`src/hw/ssfi_pkg.sv`:
```
// Constants, field positions and types for the switch output and indicator logic
package ssfi_pkg;
  // Channel count and synchroniser width
  localparam int NUM_CH = 4;
  localparam int SYNC_W = 24;
  // Bit positions inside the synchronised input vector
  localparam int POS_CTRL = 0;
  localparam int POS_OE = 4;
  localparam int POS_LOGIC_SIDE_SUPPLY = 5;
  localparam int POS_UV_LO = 6;
  localparam int POS_UV_HI = 7;
  localparam int POS_OT = 8;
  localparam int POS_OV = 12;
  localparam int POS_SD = 16;
  localparam int POS_LOAD = 20;
  // Measurement window for supply and load state changes
  localparam int CLK_PERIOD_NS = 50;
  localparam int MEAS_TIME_NS = 2000;
  localparam int MEAS_CYCLES_I =
    (MEAS_TIME_NS + CLK_PERIOD_NS - 1) / CLK_PERIOD_NS;
  localparam int CNT_W = 6;
  localparam logic [CNT_W-1:0] MEAS_LAST = CNT_W'(MEAS_CYCLES_I - 1);
  // Reset values
  localparam logic [SYNC_W-1:0] RST_SYNC = 24'h00_0000;
  localparam logic [CNT_W-1:0] RST_CNT = 6'h00;
  localparam logic [NUM_CH-1:0] RST_CH = 4'h0;
  // Switch-side supply classes
  typedef enum logic [2:0] {
    SUP_NP = 3'b001,
    SUP_W = 3'b010,
    SUP_P = 3'b100
  } ssfi_sup_t;
  // Whole state of the block
  typedef struct packed {
    logic [SYNC_W-1:0] s1;
    logic [SYNC_W-1:0] s2;
    logic [SYNC_W-1:0] s3;
    logic [SYNC_W-1:0] acc;
    logic var_done;
    logic open_var;
    logic fault;
    logic [NUM_CH-1:0] on;
    ssfi_sup_t sup_cand;
    ssfi_sup_t sup_stable;
    ssfi_sup_t sup_prev;
    logic [CNT_W-1:0] sup_cnt;
    logic load_cand;
    logic load_open;
    logic [CNT_W-1:0] load_cnt;
    logic flt_oe_n;
    logic wrn_oe_n;
    logic open_oe_n;
  } ssfi_state_t;
endpackage

```
`src/hw/ssfi_core.sv`:
```
// Channel output, fault, supply warning and open-load indicator logic
`timescale 1ns/10ps
// Function
// - Inputs and device state sampled with equal latency
// - Indicators active-low open-drain, fault released unpowered
// - Switch supply not powered forces fault detected
// - Fault clears by itself when conditions vanish
// - Warning variant: three switch supply classes
// - Warning indicator changes only after measured persistence or a logic-side supply change
// - Over-temperature does not turn on output off
// - Over-temperature blocks an off output turning on
// - Over-voltage leaves outputs behaving normally
// - Any load not detected asserts open-load indicator
// - Open-load indicator changes only after measured persistence or a logic-side supply change
module ssfi_core
  import ssfi_pkg::*;
(
  input wire logic i_sys_clk,
  input wire logic i_rst,
  input wire logic i_clk_en,
  input wire logic i_open_load_variant,
  input wire logic [NUM_CH-1:0] i_channel_control_input,
  input wire logic i_output_enable,
  input wire logic i_logic_side_supply_ok,
  input wire logic i_switch_side_supply_above_lo,
  input wire logic i_switch_side_supply_above_hi,
  input wire logic [NUM_CH-1:0] i_ot_fault,
  input wire logic [NUM_CH-1:0] i_ov_fault,
  input wire logic [NUM_CH-1:0] i_shutdown_fault,
  input wire logic [NUM_CH-1:0] i_load_present,
  output logic [NUM_CH-1:0] o_load_switch_output,
  output logic [NUM_CH-1:0] o_channel_status_indicator_n,
  output logic [NUM_CH-1:0] o_channel_status_indicator_n_oe,
  output logic o_fault_indicator_n,
  output logic o_fault_indicator_n_oe,
  output logic o_switch_supply_warning_n,
  output logic o_switch_supply_warning_n_oe,
  output logic o_open_load_indicator_n,
  output logic o_open_load_indicator_n_oe
);

  ssfi_state_t st_ff;
  ssfi_state_t nxt_st;
  logic [SYNC_W-1:0] pins;
  logic [NUM_CH-1:0] ctrl;
  logic [NUM_CH-1:0] ot;
  logic [NUM_CH-1:0] ov;
  logic [NUM_CH-1:0] sd;
  logic [NUM_CH-1:0] en_raw;
  logic oe;
  logic logic_side_supply;
  ssfi_sup_t sup_raw;
  logic fault_raw;
  logic open_raw;
  logic wrn_on;
  logic open_on;

  // Every pin input except the variant strap shares one synchroniser path
  assign pins = {i_load_present, i_shutdown_fault, i_ov_fault, i_ot_fault,
                 i_switch_side_supply_above_hi, i_switch_side_supply_above_lo,
                 i_logic_side_supply_ok, i_output_enable,
                 i_channel_control_input};

  // Accepted input fields
  assign ctrl = st_ff.acc[POS_CTRL +: NUM_CH];
  assign oe = st_ff.acc[POS_OE];
  assign logic_side_supply = st_ff.acc[POS_LOGIC_SIDE_SUPPLY];
  assign ot = st_ff.acc[POS_OT +: NUM_CH];
  assign ov = st_ff.acc[POS_OV +: NUM_CH];
  assign sd = st_ff.acc[POS_SD +: NUM_CH];

  // Switch supply class from the two thresholds
  // three-level classing
  always_comb begin
    if (!st_ff.acc[POS_UV_LO]) begin
      sup_raw = SUP_NP;
    end else if (st_ff.open_var || st_ff.acc[POS_UV_HI]) begin
      sup_raw = SUP_P;
    end else begin
      sup_raw = SUP_W;
    end
  end

  // Fault state straight from present conditions
  // forced and self-clearing fault
  assign fault_raw = (sup_raw == SUP_NP) | (|sd) | (|ot) | (|ov);

  // Output enable terms; over-voltage deliberately absent
  // over-voltage ignored
  assign en_raw = ctrl & {NUM_CH{oe & logic_side_supply & (sup_raw != SUP_NP)}} & ~sd;

  // Any channel without a load
  // any-channel open load
  assign open_raw = ~&st_ff.acc[POS_LOAD +: NUM_CH];

  // Indicator decisions on the measured states
  always_comb begin
    wrn_on = !st_ff.open_var && logic_side_supply &&
             (st_ff.sup_stable == SUP_W ||
              (st_ff.sup_stable == SUP_NP && st_ff.sup_prev == SUP_W));
    if (st_ff.sup_stable == SUP_NP) begin
      open_on = st_ff.open_var && logic_side_supply && st_ff.load_open &&
                st_ff.sup_prev != SUP_NP;
    end else begin
      open_on = st_ff.open_var && logic_side_supply && st_ff.load_open;
    end
  end

  // Next state
  always_comb begin
    nxt_st = st_ff;
    if (i_clk_en) begin
      nxt_st.s1 = pins;
      nxt_st.s2 = st_ff.s1;
      nxt_st.s3 = st_ff.s2;
      nxt_st.acc = (st_ff.s2 & st_ff.s3) |
                   (st_ff.acc & (st_ff.s2 | st_ff.s3));
      // Variant strap caught once after reset
      if (!st_ff.var_done) begin
        nxt_st.open_var = i_open_load_variant;
        nxt_st.var_done = 1'b1;
      end
      nxt_st.fault = fault_raw;
      nxt_st.on = en_raw & (~ot | st_ff.on);
      if (sup_raw != st_ff.sup_cand) begin
        nxt_st.sup_cand = sup_raw;
        nxt_st.sup_cnt = RST_CNT;
      end else if (st_ff.sup_cnt != MEAS_LAST) begin
        nxt_st.sup_cnt = st_ff.sup_cnt + CNT_W'(1);
      end else if (sup_raw != st_ff.sup_stable) begin
        nxt_st.sup_prev = st_ff.sup_stable;
        nxt_st.sup_stable = sup_raw;
      end
      if (open_raw != st_ff.load_cand) begin
        nxt_st.load_cand = open_raw;
        nxt_st.load_cnt = RST_CNT;
      end else if (st_ff.load_cnt != MEAS_LAST) begin
        nxt_st.load_cnt = st_ff.load_cnt + CNT_W'(1);
      end else begin
        nxt_st.load_open = open_raw;
      end
      nxt_st.flt_oe_n = !(logic_side_supply && fault_raw);
      nxt_st.wrn_oe_n = !wrn_on;
      nxt_st.open_oe_n = !open_on;
    end
  end

  // State register
  always_ff @(posedge i_sys_clk or posedge i_rst) begin
    if (i_rst) begin
      st_ff <= '{s1: RST_SYNC, s2: RST_SYNC, s3: RST_SYNC, acc: RST_SYNC,
                 var_done: 1'b0, open_var: 1'b0, fault: 1'b1, on: RST_CH,
                 sup_cand: SUP_NP, sup_stable: SUP_NP, sup_prev: SUP_NP,
                 sup_cnt: RST_CNT, load_cand: 1'b0, load_open: 1'b0,
                 load_cnt: RST_CNT, flt_oe_n: 1'b1, wrn_oe_n: 1'b1,
                 open_oe_n: 1'b1};
    end else begin
      st_ff <= nxt_st;
    end
  end

  // Indicator pins: driven level is always low, enable low means pulling; switch outputs follow the channel state
  assign o_load_switch_output = st_ff.on;
  assign o_channel_status_indicator_n = RST_CH;
  assign o_channel_status_indicator_n_oe = ~st_ff.on;
  assign o_fault_indicator_n = 1'b0;
  assign o_fault_indicator_n_oe = st_ff.flt_oe_n;
  assign o_switch_supply_warning_n = 1'b0;
  assign o_switch_supply_warning_n_oe = st_ff.wrn_oe_n;
  assign o_open_load_indicator_n = 1'b0;
  assign o_open_load_indicator_n_oe = st_ff.open_oe_n;
endmodule

```
`config.mk`:
```
export PLATFORM = sky130hd
export DESIGN_NAME = ssfi_core
export DESIGN_NICKNAME = d
export VERILOG_FILES = /design/src/hw/ssfi_pkg.sv /design/src/hw/ssfi_core.sv
export SDC_FILE = /design/constraint.sdc
export NUM_CORES = 1
export LEC_CHECK = 0
export BUFFER_PORTS_ARGS = -buffer_cell sky130_fd_sc_hd__buf_2
export CAP_MARGIN = 20
export CORE_ASPECT_RATIO = 0.5
export CORE_UTILIZATION = 59
export DETAILED_ROUTE_END_ITERATION = 6
export GPL_TIMING_DRIVEN = 0
export MAX_ROUTING_LAYER = met4
export PLACE_DENSITY = 0.79
export SETUP_SLACK_MARGIN = 0.1
export SYNTH_ARGS = -nofsm -noshare
export SYNTH_HDL_FRONTEND = slang
export SYNTH_SLANG_ARGS = --single-unit
```
`constraint.sdc`:
```
create_clock -name i_sys_clk -period 5.1 [get_ports i_sys_clk]
set_input_delay 0.51 -clock i_sys_clk [delete_from_list [all_inputs] [get_ports i_sys_clk]]
set_output_delay 0.51 -clock i_sys_clk [all_outputs]
set_load 0.02 [all_outputs]
```
* After elaboration in Yosys (flattened, before gate mapping)
Index checks and enable logic that the tools add are counted.
Storage, ports and cells: bits in registers 128, output and inout bits 18
Operators by class: add/subtract/negate cells 2, mux-type cells 7, equal/unequal tests 11, bitwise gates (word level) 21, reductions and logical operators 27
Operators by type and width (count):
- bitwise AND 24 bit | 2
- OR 24 bit | 2
- two-way mux 6 bit | 4
- adder 6 x 1 -> 6 bit, second input constant | 2
- bitwise AND 4 bit | 3
- != test 6 bit, second input constant | 2
- inverter 4 bit | 3
- OR reduction 4 bit | 3
- AND reduction 2 bit | 5
- AND reduction 4 bit | 2
- logical AND 1 bit | 7
- equality test 3 x 1 -> 1 bit, second input constant | 2
- equality test 3 x 2 -> 1 bit, second input constant | 2
- two-way mux 3 bit | 2
- != test 3 x 1 -> 1 bit, second input constant | 2
- != test 3 bit | 2
- logical NOT 1 bit | 5
- inverter 1 bit | 5
- OR 4 bit | 1
- nonzero test 2 bit | 2
- OR 1 bit | 3
- AND reduction 3 bit | 1
- bitwise AND 1 bit | 2
- logical OR 1 bit | 2
- other kinds (2) | 2

* Logic depth before layout (Yosys ltp)
Gate-level depths: netlist (run 1).
word-level depth 9, mapped depth 6

* Worst setup path after synthesis (run 1)
OpenSTA, ideal clock, no wires.
kind reg-to-reg, from register st_ff[40] (netlist name), to register st_ff[19] (netlist name), required time 4975 ps, arrival 1665 ps, library setup time 125 ps, stages on the path, launching flop included 6, path buffers 0, path slack 3310 ps, path through dfrtp_1 > or4b_1 > o21ai_2 > a31o_4 > nand4_4 > mux2_4
On the way: longest elaborated chain between the ends 6, elaborated cells between the ends (all ways) 7, classes of those cells eq/ne (2); mux (2); bitwise (1); reduce/logical (2)
RTL lines:
- start: declaration | RTL line ssfi_core.sv:42 | ssfi_state_t st_ff;
- start signal: assignment | RTL line ssfi_core.sv:151 | st_ff <= '{s1: RST_SYNC, s2: RST_SYNC, s3: RST_SYNC, acc: RST_SYNC,
- start signal: assignment | RTL line ssfi_core.sv:158 | st_ff <= nxt_st;
- logical OR 1 bit (*) | RTL line ssfi_core.sv:77 | end else if (st_ff.open_var || st_ff.acc[POS_UV_HI]) begin
- two-way mux 3 bit (*) | RTL line ssfi_core.sv:77
- two-way mux 3 bit (*) | RTL line ssfi_core.sv:75 | if (!st_ff.acc[POS_UV_LO]) begin
- != test 3 bit | RTL line ssfi_core.sv:125 | if (sup_raw != st_ff.sup_cand) begin
- inverter 1 bit (no source line)
- AND reduction 4 bit (no source line) (*)
Mark *: on every way between the ends. The rest lies on a longest branch, timed or not. A chain may end at the register's enable or synchronous reset.

* Worst setup path in the final report (run 1)
from register st_ff[31] (netlist name), to register st_ff[22] (netlist name)
On the way: longest elaborated chain between the ends 6, elaborated cells between the ends (all ways) 7, classes of those cells eq/ne (2); mux (2); bitwise (1); reduce/logical (2)
RTL lines (RTL line):
- logical OR 1 bit (*) | ssfi_core.sv:77
- two-way mux 3 bit (*) | ssfi_core.sv:77
- two-way mux 3 bit (*) | ssfi_core.sv:75
- != test 3 bit | ssfi_core.sv:125
- inverter 1 bit (no source line)
- AND reduction 4 bit (no source line)
Marked as above.

==> results.md, run 1 <==
- Hold crit path type: in2async
- Compound-cell area share of the yosys netlist: 0.0905
- P per Cell Area: 481 nW/um2
- Hold slack: 0.0540 ns
- Synth Flop Type: dfrtp_1
- Worst slew pin tran: 0.731 ns
- Antenna-violating nets left: 0
- I/O pins: 46
- Die height: 70.6 um
- Worst IR drop on VDD: 314 uV
- PortBufs: 37
- WS Path Type: reg2reg
- Post-CTS Setup Bufs: 0
- Vias in the first global route: 3768
- Max-Slew Margin vs Limit: 0.513
- Latest clock arrival within the worst-skew pair: 0.42 ns
- Die W: 139 um
- Layout area overhead: 18.9%
- Synth area leaders: dfrtp_1, mux2_2, a21oi_1
- Diode count: 0
- Place WS: 3.13 ns
- CTS tree: done
- WL final: 11100 um
- RSZ-0062 raised after global routing: false
- Critical path required time: 5.40 ns
- Post-Layout Cell Count: 655
- Critical path's top delay family: simple AND/OR/NAND/NOR gates
- Layout Skew: 0.00518 ns
- Yosys top cell area share: 0.550
- Die area: 9820 um2
- Initial Util: 0.622
- Post-synth EDFFs: 0
- Async set-reset flop share out of synthesis: 1.00
- Placed Instances: 623
- Slew Limit Fails: 0
- Most frequent cells after synthesis: dfrtp_1, mux2_2, a21oi_1
- Status: finished with violations
- DRC viols: 4
- Critical Path Max Stage Delay: 0.53 ns
- Number of antenna violations at the first check in global routing: 0
- Iteration-0 DRC Markers: 324
- Most common cell in the netlist: dfrtp_1
- Synthesized netlist cell count: 462
- Detail Placement HPWL: 6990 um
- Avg Cell Area, Syn: 12.0 um2
- Register bit total from synthesis: 128
- Number of distinct library cells after synthesis: 42
- Crit-path cells: or4b_1, o21ai_2, a31o_4, nand4_4, mux2_4
- Endpoints failing setup: 0
- Sequential area share after synthesis: 0.579
- Register area: 3210 um2
- Root Buffer: clkbuf_16
- CP Capture Type: flop
- Core ar.: 8920 um2
- Synth Area in XOR/XNOR: 0.00316
- Maxcap violations: 0
- Nets@finish: 555
- Critical path buffers and inverters: 0
- First-pass GRT wire length: 18800 um
- Adder-Cell Fraction of Synth Area: 0.00451
- Leak: 2.94 nW
- Final Hold Viols: 0
- Maximum clock frequency: 531 MHz
- Share of post-route cells with drive strength above 1: 0.331
- Cts repair resizes: 0
- Area of the multi-input gates: 2110 um2
- Avg Vias per Cell: 5.65
- TritonCTS Buffers: 17
- Tmin final: 1.88 ns
- Yosys warnings: 0
- Final worst slack: 3.22 ns
- Synthesized cell area: 5550 um2
- Gr ovfl total: 0
- Failing checks: DRC
- Setup TNS: 0 ns
- Largest family of logic cells by synthesized area: multiplexers
- First-pass iteration count of the detailed router: 7
- Vias post-DR: 3702
- # fillers: 588
- Simple logic cell fraction of the synthesized area: 0.106
- Clk slew on worst S/H paths: 0.06 ns
- CTS Buffer Depth: 2
- Critical-path cell with the highest stage delay: or4b_1
- GPL Wtd Cong: 0.760
- Mux share of post-synthesis cell area: 0.171
- Critical Path AT: 2.18 ns
- Clock sink total: 128
- Util after Layout: 0.739
- Fin crit share: 0.370
- Site Rows: 24
- Area leader, netlist: dfrtp_1
- Hold buffer count at CTS: 0
- GR Util All Layers: 0.263
- H-tree Lvls: 4
- Worst-path fanout max: 6
- Nature of the critical path startpoint: flop
- Wire per inst: 17.0 um
- Pin count of the biggest net entering global routing: 101
==> where the power goes <==
part           internal [mW]  total (mW)  leakage (nW)  switching [mW]
sequential              1.20        1.36          1.55           0.161
clock                  0.894        1.35         0.316           0.455
combinational          0.230       0.458          1.08           0.228
==> kinds of logic after synthesis <==
group           count (synthesis)
compound gates                 91
xor+xnor                        2
fa+ha+maj                       2
buf+inv                        48
flops                         128
mux                            83
other cells                     1
simple gates                  107
==> per-stage QoR <==
step	cell area (um2)	power, mW
finish	6600	3.17
global route	6600	3.31
CTS	6600	3.18
detailed placement	5930	1.82
global placement	5900	1.79
floorplan	5570	1.69
==> layout by cell type (no fill, tap or decap), drive strengths merged, types with 2 or more instances in the layout <==
cell,netlist,layout
or4,2,2
bufinv,0,5
conb,1,7
nand2b,25,25
a31oi,4,4
o21ai,11,11
a22o,2,2
nor4,4,4
nand4,4,4
inv,18,19
ha,2,2
nor2,34,34
xnor2,2,2
nand3b,4,4
nor3b,4,4
o22ai,4,4
a21oi,65,65
nand3,8,8
clkinvlp,0,3
clkbuf,19,38
nor2b,4,4
buf,11,49
dfstp,6,6
dfrtp,122,122
nand2,8,8
clkinv,0,4
mux2,80,80
mux2i,3,3
nor3,2,2
and3,3,3
==> layout make-up <==
| type | instances | area share |
|---|---|---|
| plain buffers | 30 | 0.0279 |
| clock buffers | 19 | 0.0687 |
| clock inverters | 13 | 0.0317 |
| inverters | 18 | 0.0110 |
| multi-input cells | 292 | 0.319 |
| flip-flops and latches | 128 | 0.487 |
| well taps | 117 | 0.0222 |
| repair buffers | 38 | 0.0323 |
==> worst reg2reg max path, delay by kind of cell, from the launching register on <==
family / cells / cell delay, ns
AOI/OAI and AO/OA: 2 / 0.29
DFF: 1 / 0.43
muxes: 1 / 0.35
and+or+nand+nor: 2 / 0.70
==> state kept, by name (all words and copies together) (netlist names) <==
| register | cells |
|---|---|
| o_fault_indicator_n_oe | 1 |
| st_ff | 103 |
| o_switch_supply_warning_n_oe | 1 |
| ov | 4 |
| ctrl | 4 |
| o_open_load_indicator_n_oe | 1 |
| logic_side_supply | 1 |
| oe | 1 |
| sd | 4 |
| ot | 4 |
| o_load_switch_output | 4 |
==> metal layers <==
layer	up-vias	GRT usage	part of all wire
met2	77	0.408	0.49
met3	12	0.0738	0.057
met5	-	-	0
li1	1736	-	-
met1	1877	0.339	0.44
met4	0	0.0889	0.0082
==> path summary, 6_finish.rpt <==
kind / startpoint / end / cells after the start / slack [ns]
setup / recovery: st_ff[31] / st_ff[22] / 5 / 3.22
min in group i_sys_clk: i_channel_control_input[0] / st_ff[105] / 2 / 0.32
hold reg to reg: st_ff[32] / st_ff[32] / 1 / 0.48
hold / removal: i_rst / st_ff[118] / 2 / 0.05
max in group asynchronous: i_rst / st_ff[17] / 3 / 4.26
setup reg to reg: st_ff[31] / st_ff[22] / 5 / 3.22
Power figures use the tool's default switching activity.
==> inputs of run 2 (changes only) <==
==> constraint.sdc (replaced) <==
create_clock -name i_sys_clk -period 1.95 [get_ports i_sys_clk]
set_input_delay 0.195 -clock i_sys_clk [delete_from_list [all_inputs] [get_ports i_sys_clk]]
set_output_delay 0.195 -clock i_sys_clk [all_outputs]
set_load 0.02 [all_outputs]
==> run 2 against run 1 <==
Compared with the run above:
- fmax grew 2.9%
- largest power group unchanged
- critical path depth did not move
- global-route usage is 0.37 points higher
- the run still ends with DRC left
- via count up 2.6%
- critical endpoint unchanged
- die area is the same
- sequential power grew to 2.6 times the previous value
- cell count up 1.2%
- utilization about the same
- flip-flop and latch count unchanged
- wire length is 3.8% higher
- count of clock-buffer cells in the layout grew 1
==> results.md, run 2 (synthesis gave the netlist of run 1 again) <==
- Endpoints failing setup: 0 (unchanged)
- Core ar.: 8920 um2 (unchanged)
- GPL Wtd Cong: 0.776 (+2.1%)
- Worst-path fanout max: 6 (unchanged)
- Critical path required time: 2.24 ns (-3.16 ns)
- Tmin final: 1.83 ns (-0.0535 ns)
- Pin count of the biggest net entering global routing: 44 (-56%)
- I/O pins: 46 (unchanged)
- Hold crit path type: in2reg
- TritonCTS Buffers: 17 (unchanged)
- Critical Path Max Stage Delay: 0.54 ns (about the same)
- Vias in the first global route: 3838 (+1.9%)
- Failing checks: DRC
- Nature of the critical path startpoint: flop
- WL final: 11500 um (+3.8%)
- RSZ-0062 raised after global routing: true
- GR Util All Layers: 0.267 (+0.00366)
- Detail Placement HPWL: 7210 um (+3.0%)
- Leak: 2.95 nW (+0.24%)
- Cell depth of the worst setup path: 5 (unchanged)
- Largest Register: st_ff
- Vias post-DR: 3800 (+2.6%)
- Crit-path cells: or4b_1, o21ai_2, a31o_4, nand4_4, mux2_4
- Wire per inst: 17.4 um (+2.6%)
- Largest register FFs: 103 (unchanged)
- Worst slew pin tran: 0.743 ns (+0.0115 ns)
- Critical path buffers and inverters: 0 (unchanged)
- Layout area overhead: 18.9% (about the same)
- WS Path Type: reg2reg
- Critical path's top delay family: simple AND/OR/NAND/NOR gates
- Most frequent cells in the layout: dfrtp_1, mux2_2, a21oi_1, buf_2, nor2_1
- Leading cell type in the layout, fill and taps excluded: dfrtp_1
- Area of the multi-input gates: 2110 um2 (+0.30%)
- Number of antenna violations at the first check in global routing: 0 (unchanged)
- # fillers: 580 (-1.4%)
- CP Capture Type: flop
- Clk slew on worst S/H paths: 0.06 ns (about the same)
- P per Cell Area: 1190 nW/um2 (+150%)
- DP Area: 5960 um2 (+0.53%)
- Final Hold Viols: 0 (unchanged)
- Critical-path cell with the highest stage delay: or4b_1
- Latest clock arrival within the worst-skew pair: 0.41 ns (about the same)
- Die area: 9820 um2 (unchanged)
- Die height: 70.6 um (unchanged)
- Final Cell Area: 6590 um2 (about the same)
- Post-Layout Cell Count: 663 (+1.2%)
- Diode count: 0 (unchanged)
- PortBufs: 37 (unchanged)
- Placed Instances: 625 (+0.32%)
- First-pass GRT wire length: 19100 um (+1.6%)
- Share of post-route cells with drive strength above 1: 0.341 (+0.00980)
- Worst reg2reg path depth: 5 (unchanged)
- Critical Path AT: 2.12 ns (-0.06 ns)
- Status: finished with violations
- Antenna-violating nets left: 0 (unchanged)
- Register area: 3210 um2 (unchanged)
- Iteration-0 DRC Markers: 276 (-15%)
- DRC viols: 2 (-2)
- Initial Util: 0.622 (unchanged)
- Site Rows: 24 (unchanged)
- H-tree Lvls: 4 (unchanged)
- Maximum clock frequency: 546 MHz (+2.9%)
- Die W: 139 um (unchanged)
- Hold depth: 2
- Layout Skew: 0.00698 ns (+0.00179 ns)
- Clock sink total: 128 (unchanged)
- Worst IR drop on VDD: 781 uV (+150%)
- Root Buffer: clkbuf_16
- Max-Slew Margin vs Limit: 0.505 (-0.00763)
- Gr ovfl total: 0 (unchanged)
- Nets@finish: 563 (+1.4%)
- Avg Vias per Cell: 5.73 (+1.4%)
- Fin crit share: 0.939 (+0.570)
- First-pass iteration count of the detailed router: 7 (unchanged)
- CTS tree: done
- Slew Limit Fails: 0 (unchanged)
- Maxcap violations: 0 (unchanged)
- CTS Buffer Depth: 2 (unchanged)
run 2: changes by cell type in the layout (fill, tap and decap cells not counted), sizes merged:
cell	before	now
buf	49	56
dlygate4sd3	0	1
clkbuf	38	39
bufinv	5	1
clkinv	4	7
run 2: power by group:
group / switching (mW) / internal, mW / total [mW]
Sequential: 0.424 / 3.14 / 3.57
Combinational: 0.615 / 0.633 / 1.25
Clock: 1.18 / 1.86 / 3.04
run 2: path summary, 6_finish.rpt:
kind	start	endpoint	slack [ns]
setup / recovery	st_ff[40]	st_ff[22]	0.12
hold / removal	i_ov_fault[1]	st_ff[118]	0.01
setup reg to reg	st_ff[40]	st_ff[22]	0.12
hold reg to reg	st_ff[32]	st_ff[32]	0.48
max in group asynchronous	i_rst	st_ff[17]	0.61
min in group asynchronous	i_rst	st_ff[117]	0.41
run 2: area by class of cell:
type	instances	share of cell area
multi-input combinational	292	0.320
clock buffer	20	0.0708
buffer	30	0.0279
clock inverter	12	0.0165
inverter	18	0.0108
sequential	128	0.487
tap	117	0.0222
timing repair buffer	46	0.0444
run 2: per-stage QoR:
step           utilization  setup WS, ns  hold WS [ns]  total power, mW  TNS (ns)
6_report             0.739         0.119        0.0118             7.85         0
5_1_grt              0.739        0.0711        0.0117             8.18         0
4_1_cts              0.738         0.105       0.00595             7.86         0
3_5_place_dp         0.669        0.0471         0.322             4.78         0
3_3_place_gp         0.662        -0.622         0.427             4.68    -75.34
2_1_floorplan            -         0.160         0.347             4.41         0
run 2: repair_timing:
item | CTS | global route
hold endpoints to repair | 29 | 0
resized for setup | 1 | 0
endpoints found under the setup margin | 4 | 6
hold buffers | 1 | 0
setup buffers | 3 | 2
pin swaps | 2 | 0
run 2: routing by layer:
metal / GRT usage / wire (um)
met1: 0.334 / 5180
met2: 0.443 / 5760
met3: 0.0501 / 492
met4: 0.0963 / 103
met5: - / 0
==> inputs of run 3 (changes only) <==
--- a/config.mk
+++ b/config.mk
@@ -7,12 +7,14 @@
 export LEC_CHECK = 0
 export BUFFER_PORTS_ARGS = -buffer_cell sky130_fd_sc_hd__buf_2
 export CAP_MARGIN = 20
+export CELL_PAD_IN_SITES_DETAIL_PLACEMENT = 1
+export CELL_PAD_IN_SITES_GLOBAL_PLACEMENT = 2
 export CORE_ASPECT_RATIO = 0.5
-export CORE_UTILIZATION = 59
+export CORE_UTILIZATION = 40
 export DETAILED_ROUTE_END_ITERATION = 6
 export GPL_TIMING_DRIVEN = 0
 export MAX_ROUTING_LAYER = met4
-export PLACE_DENSITY = 0.79
+export PLACE_DENSITY_LB_ADDON = 0.1
 export SETUP_SLACK_MARGIN = 0.1
 export SYNTH_ARGS = -nofsm -noshare
 export SYNTH_HDL_FRONTEND = slang
==> run 3 against run 2 <==
Compared with the run above:
- the run now ends clean
- clock power increased by 7.9%
- critical path depth is the same
- die area rose by 46%
- flip-flop and latch count is the same
- non-clock buffer count increased by 15
- first-iteration DRC count shrank 39%
- register-to-register slack about the same
- wire length increased by 8.7%
- utilization down 21 points
- sequential power is essentially flat
- worst setup slack got worse by 0.0050 ns
- largest cell class unchanged
==> results.md, run 3 (synthesis gave the netlist of run 1 again) <==
- Clk slew on worst S/H paths: 0.06 ns (about the same)
- Hold depth: 2 (unchanged)
- First-pass iteration count of the detailed router: 4 (-3)
- Fin crit share: 0.942 (+0.00254)
- Busiest metal layer after global routing: met2
- Share of post-route cells with drive strength above 1: 0.339 (-0.00198)
- Grt met2 use: 0.305 (-0.138)
- Die W: 169 um (+21%)
- Pin count of the biggest net entering global routing: 41 (-6.8%)
- Worst r2r src: st_ff[31]
- Area of the multi-input gates: 2130 um2 (+0.59%)
- Die height: 85.3 um (+21%)
- Iteration-0 DRC Markers: 168 (-39%)
- Maximum clock frequency: 545 MHz (-0.27%)
- Core ar.: 13100 um2 (+47%)
- DRC viols: 0 (-2)
- Worst setup startpoint: st_ff[31]
- P per Cell Area: 1180 nW/um2 (-1.0%)
- Worst reg2reg path depth: 5 (unchanged)
- Status: finished clean
- First-pass GRT wire length: 21500 um (+12%)
- Gr ovfl total: 0 (unchanged)
- Critical path buffers and inverters: 0 (unchanged)
- TritonCTS Buffers: 17 (unchanged)
- Site Rows: 29 (+21%)
- Clock sink total: 128 (unchanged)
- Avg Vias per Cell: 5.04 (-12%)
- Util after Layout: 0.526 (-0.214)
- H-tree Lvls: 4 (unchanged)
- Layout Skew: 0.00963 ns (+0.00265 ns)
- Critical path's top delay family: simple AND/OR/NAND/NOR gates
- Crit-path cells: or4b_1, o21ai_2, a31o_4, nand4_4, mux2_4
- Final Hold Viols: 0 (unchanged)
- Latest clock arrival within the worst-skew pair: 0.41 ns (about the same)
- Maxcap violations: 0 (unchanged)
- Root Buffer: clkbuf_16
- Flop2flop setup slack: 0.11 ns (about the same)
- GR Util All Layers: 0.205 (-0.0616)
- Worst slew pin tran: 0.775 ns (+0.0322 ns)
- Placed Instances: 694 (+11%)
- Worst-path fanout max: 6 (unchanged)
- Register area: 3210 um2 (about the same)
- Vias post-DR: 3762 (-1.0%)
- Die area: 14400 um2 (+46%)
- Nets@finish: 578 (+2.7%)
- CTS Buffer Depth: 2 (unchanged)
- Hold EP: st_ff[123]
- Layout area overhead: 24.2%
- WL final: 12500 um (+8.7%)
- Worst IR drop on VDD: 664 uV (-15%)
- Critical path required time: 2.24 ns (about the same)
- Detail Placement HPWL: 8510 um (+18%)
- CTS tree: done
- WS Path Type: reg2reg
- Diode count: 0 (unchanged)
- Slew Limit Fails: 0 (unchanged)
- Leading cell type in the layout, fill and taps excluded: dfrtp_1
- CP Capture Type: flop
- Critical Path Max Stage Delay: 0.52 ns (-0.02 ns)
- Vias in the first global route: 4076 (+6.2%)
- Max-Slew Margin vs Limit: 0.483 (-0.0215)
- Number of antenna violations at the first check in global routing: 0 (unchanged)
- Wire per inst: 16.8 um (-3.5%)
- RSZ-0062 raised after global routing: true
- Post-Layout Cell Count: 747 (+13%)
- Largest register FFs: 103 (unchanged)
- Critical Path AT: 2.13 ns (about the same)
- Hold_sp: i_shutdown_fault[2]
- I/O pins: 46 (unchanged)
- # fillers: 1381 (+140%)
- Hold crit path type: in2reg
- Antenna-violating nets left: 0 (unchanged)
- GPL Wtd Cong: 0.748 (-3.5%)
- Most frequent cells in the layout: dfrtp_1, mux2_2, a21oi_1, buf_2, nor2_1
- Total power: 8.12 mW (+3.4%)
- Initial Util: 0.423 (-0.198)
- Critical-path cell with the highest stage delay: or4b_1
- Tmin final: 1.84 ns (+0.00495 ns)
- Endpoints failing setup: 0 (unchanged)
- Met3 Use GR: 0.0518 (+0.00167)
- Nature of the critical path startpoint: flop
- Met1 usage in global routing: 0.277 (-0.0566)
- Largest Register: st_ff
- Leak: 3.03 nW (+2.8%)
- PortBufs: 37 (unchanged)
- R2r endpoint: st_ff[21]
-- run 3: changes by cell type in the layout (fill, tap and decap cells not counted) --
cell           before  now
dfrtp_1           122  121
nor4_2              1    3
inv_6               2    3
dfrtp_2             0    1
bufinv_16           1    2
nor4_1              3    1
buf_6               0    1
clkinv_2            4    1
clkinv_4            3    2
dlygate4sd3_1       1   15
clkbuf_8            6    8
-- run 3: repair_timing --
| action | 4_1_cts | 5_1_grt |
|---|---|---|
| setup buffers | 4 | 2 |
| hold endpoints to repair | 31 | 0 |
| pin swaps | 2 | 0 |
| hold buffers | 15 | 0 |
| resized for setup | 1 | 4 |
| setup endpoints to repair | 4 | 9 |
-- run 3: metal layers --
layer  vias up  wire [um]  share of wire
met5         -          0              0
met4         0         85         0.0068
met3         6        354          0.028
met2        49       5710           0.46
met1      1928       6400           0.51
li1       1779          -              -
-- run 3: power breakdown --
part	total [mW]	internal, mW	switching, mW
combinational	1.27	0.662	0.611
sequential	3.57	3.14	0.429
clock	3.28	2.07	1.21
total	8.12	5.87	2.25
-- run 3: worst max-delay path by stage --
stage                     end  slack, ns  cells after the start
finish              st_ff[21]       0.11                      5
global route        st_ff[11]       0.05                      5
CTS                 st_ff[21]       0.10                      5
detailed placement  st_ff[21]       0.03                      5
global placement    st_ff[12]      -0.76                      2
floorplan           st_ff[19]       0.16                      5
-- run 3: area by class of cell --
cell class,instances,share of cell area
timing repair buffer,61,0.0645
inverter,18,0.0104
tap,186,0.0338
buffer,30,0.0267
multi-input combinational,292,0.309
clock buffer,22,0.0718
sequential,128,0.466
clock inverter,10,0.0180
-- run 3: metrics by stage --
step                      hold slack, ns  setup slack (ns)  TNS [ns]  cell area (um2)
final                             0.0148             0.114         0             6890
after detailed placement           0.264            0.0290         0             6050
after CTS                       0.000130             0.103         0             6850
after floorplan                    0.347             0.160         0             5570
after global routing             0.00940            0.0471         0             6890
after global placement             0.426            -0.759    -91.88             5990
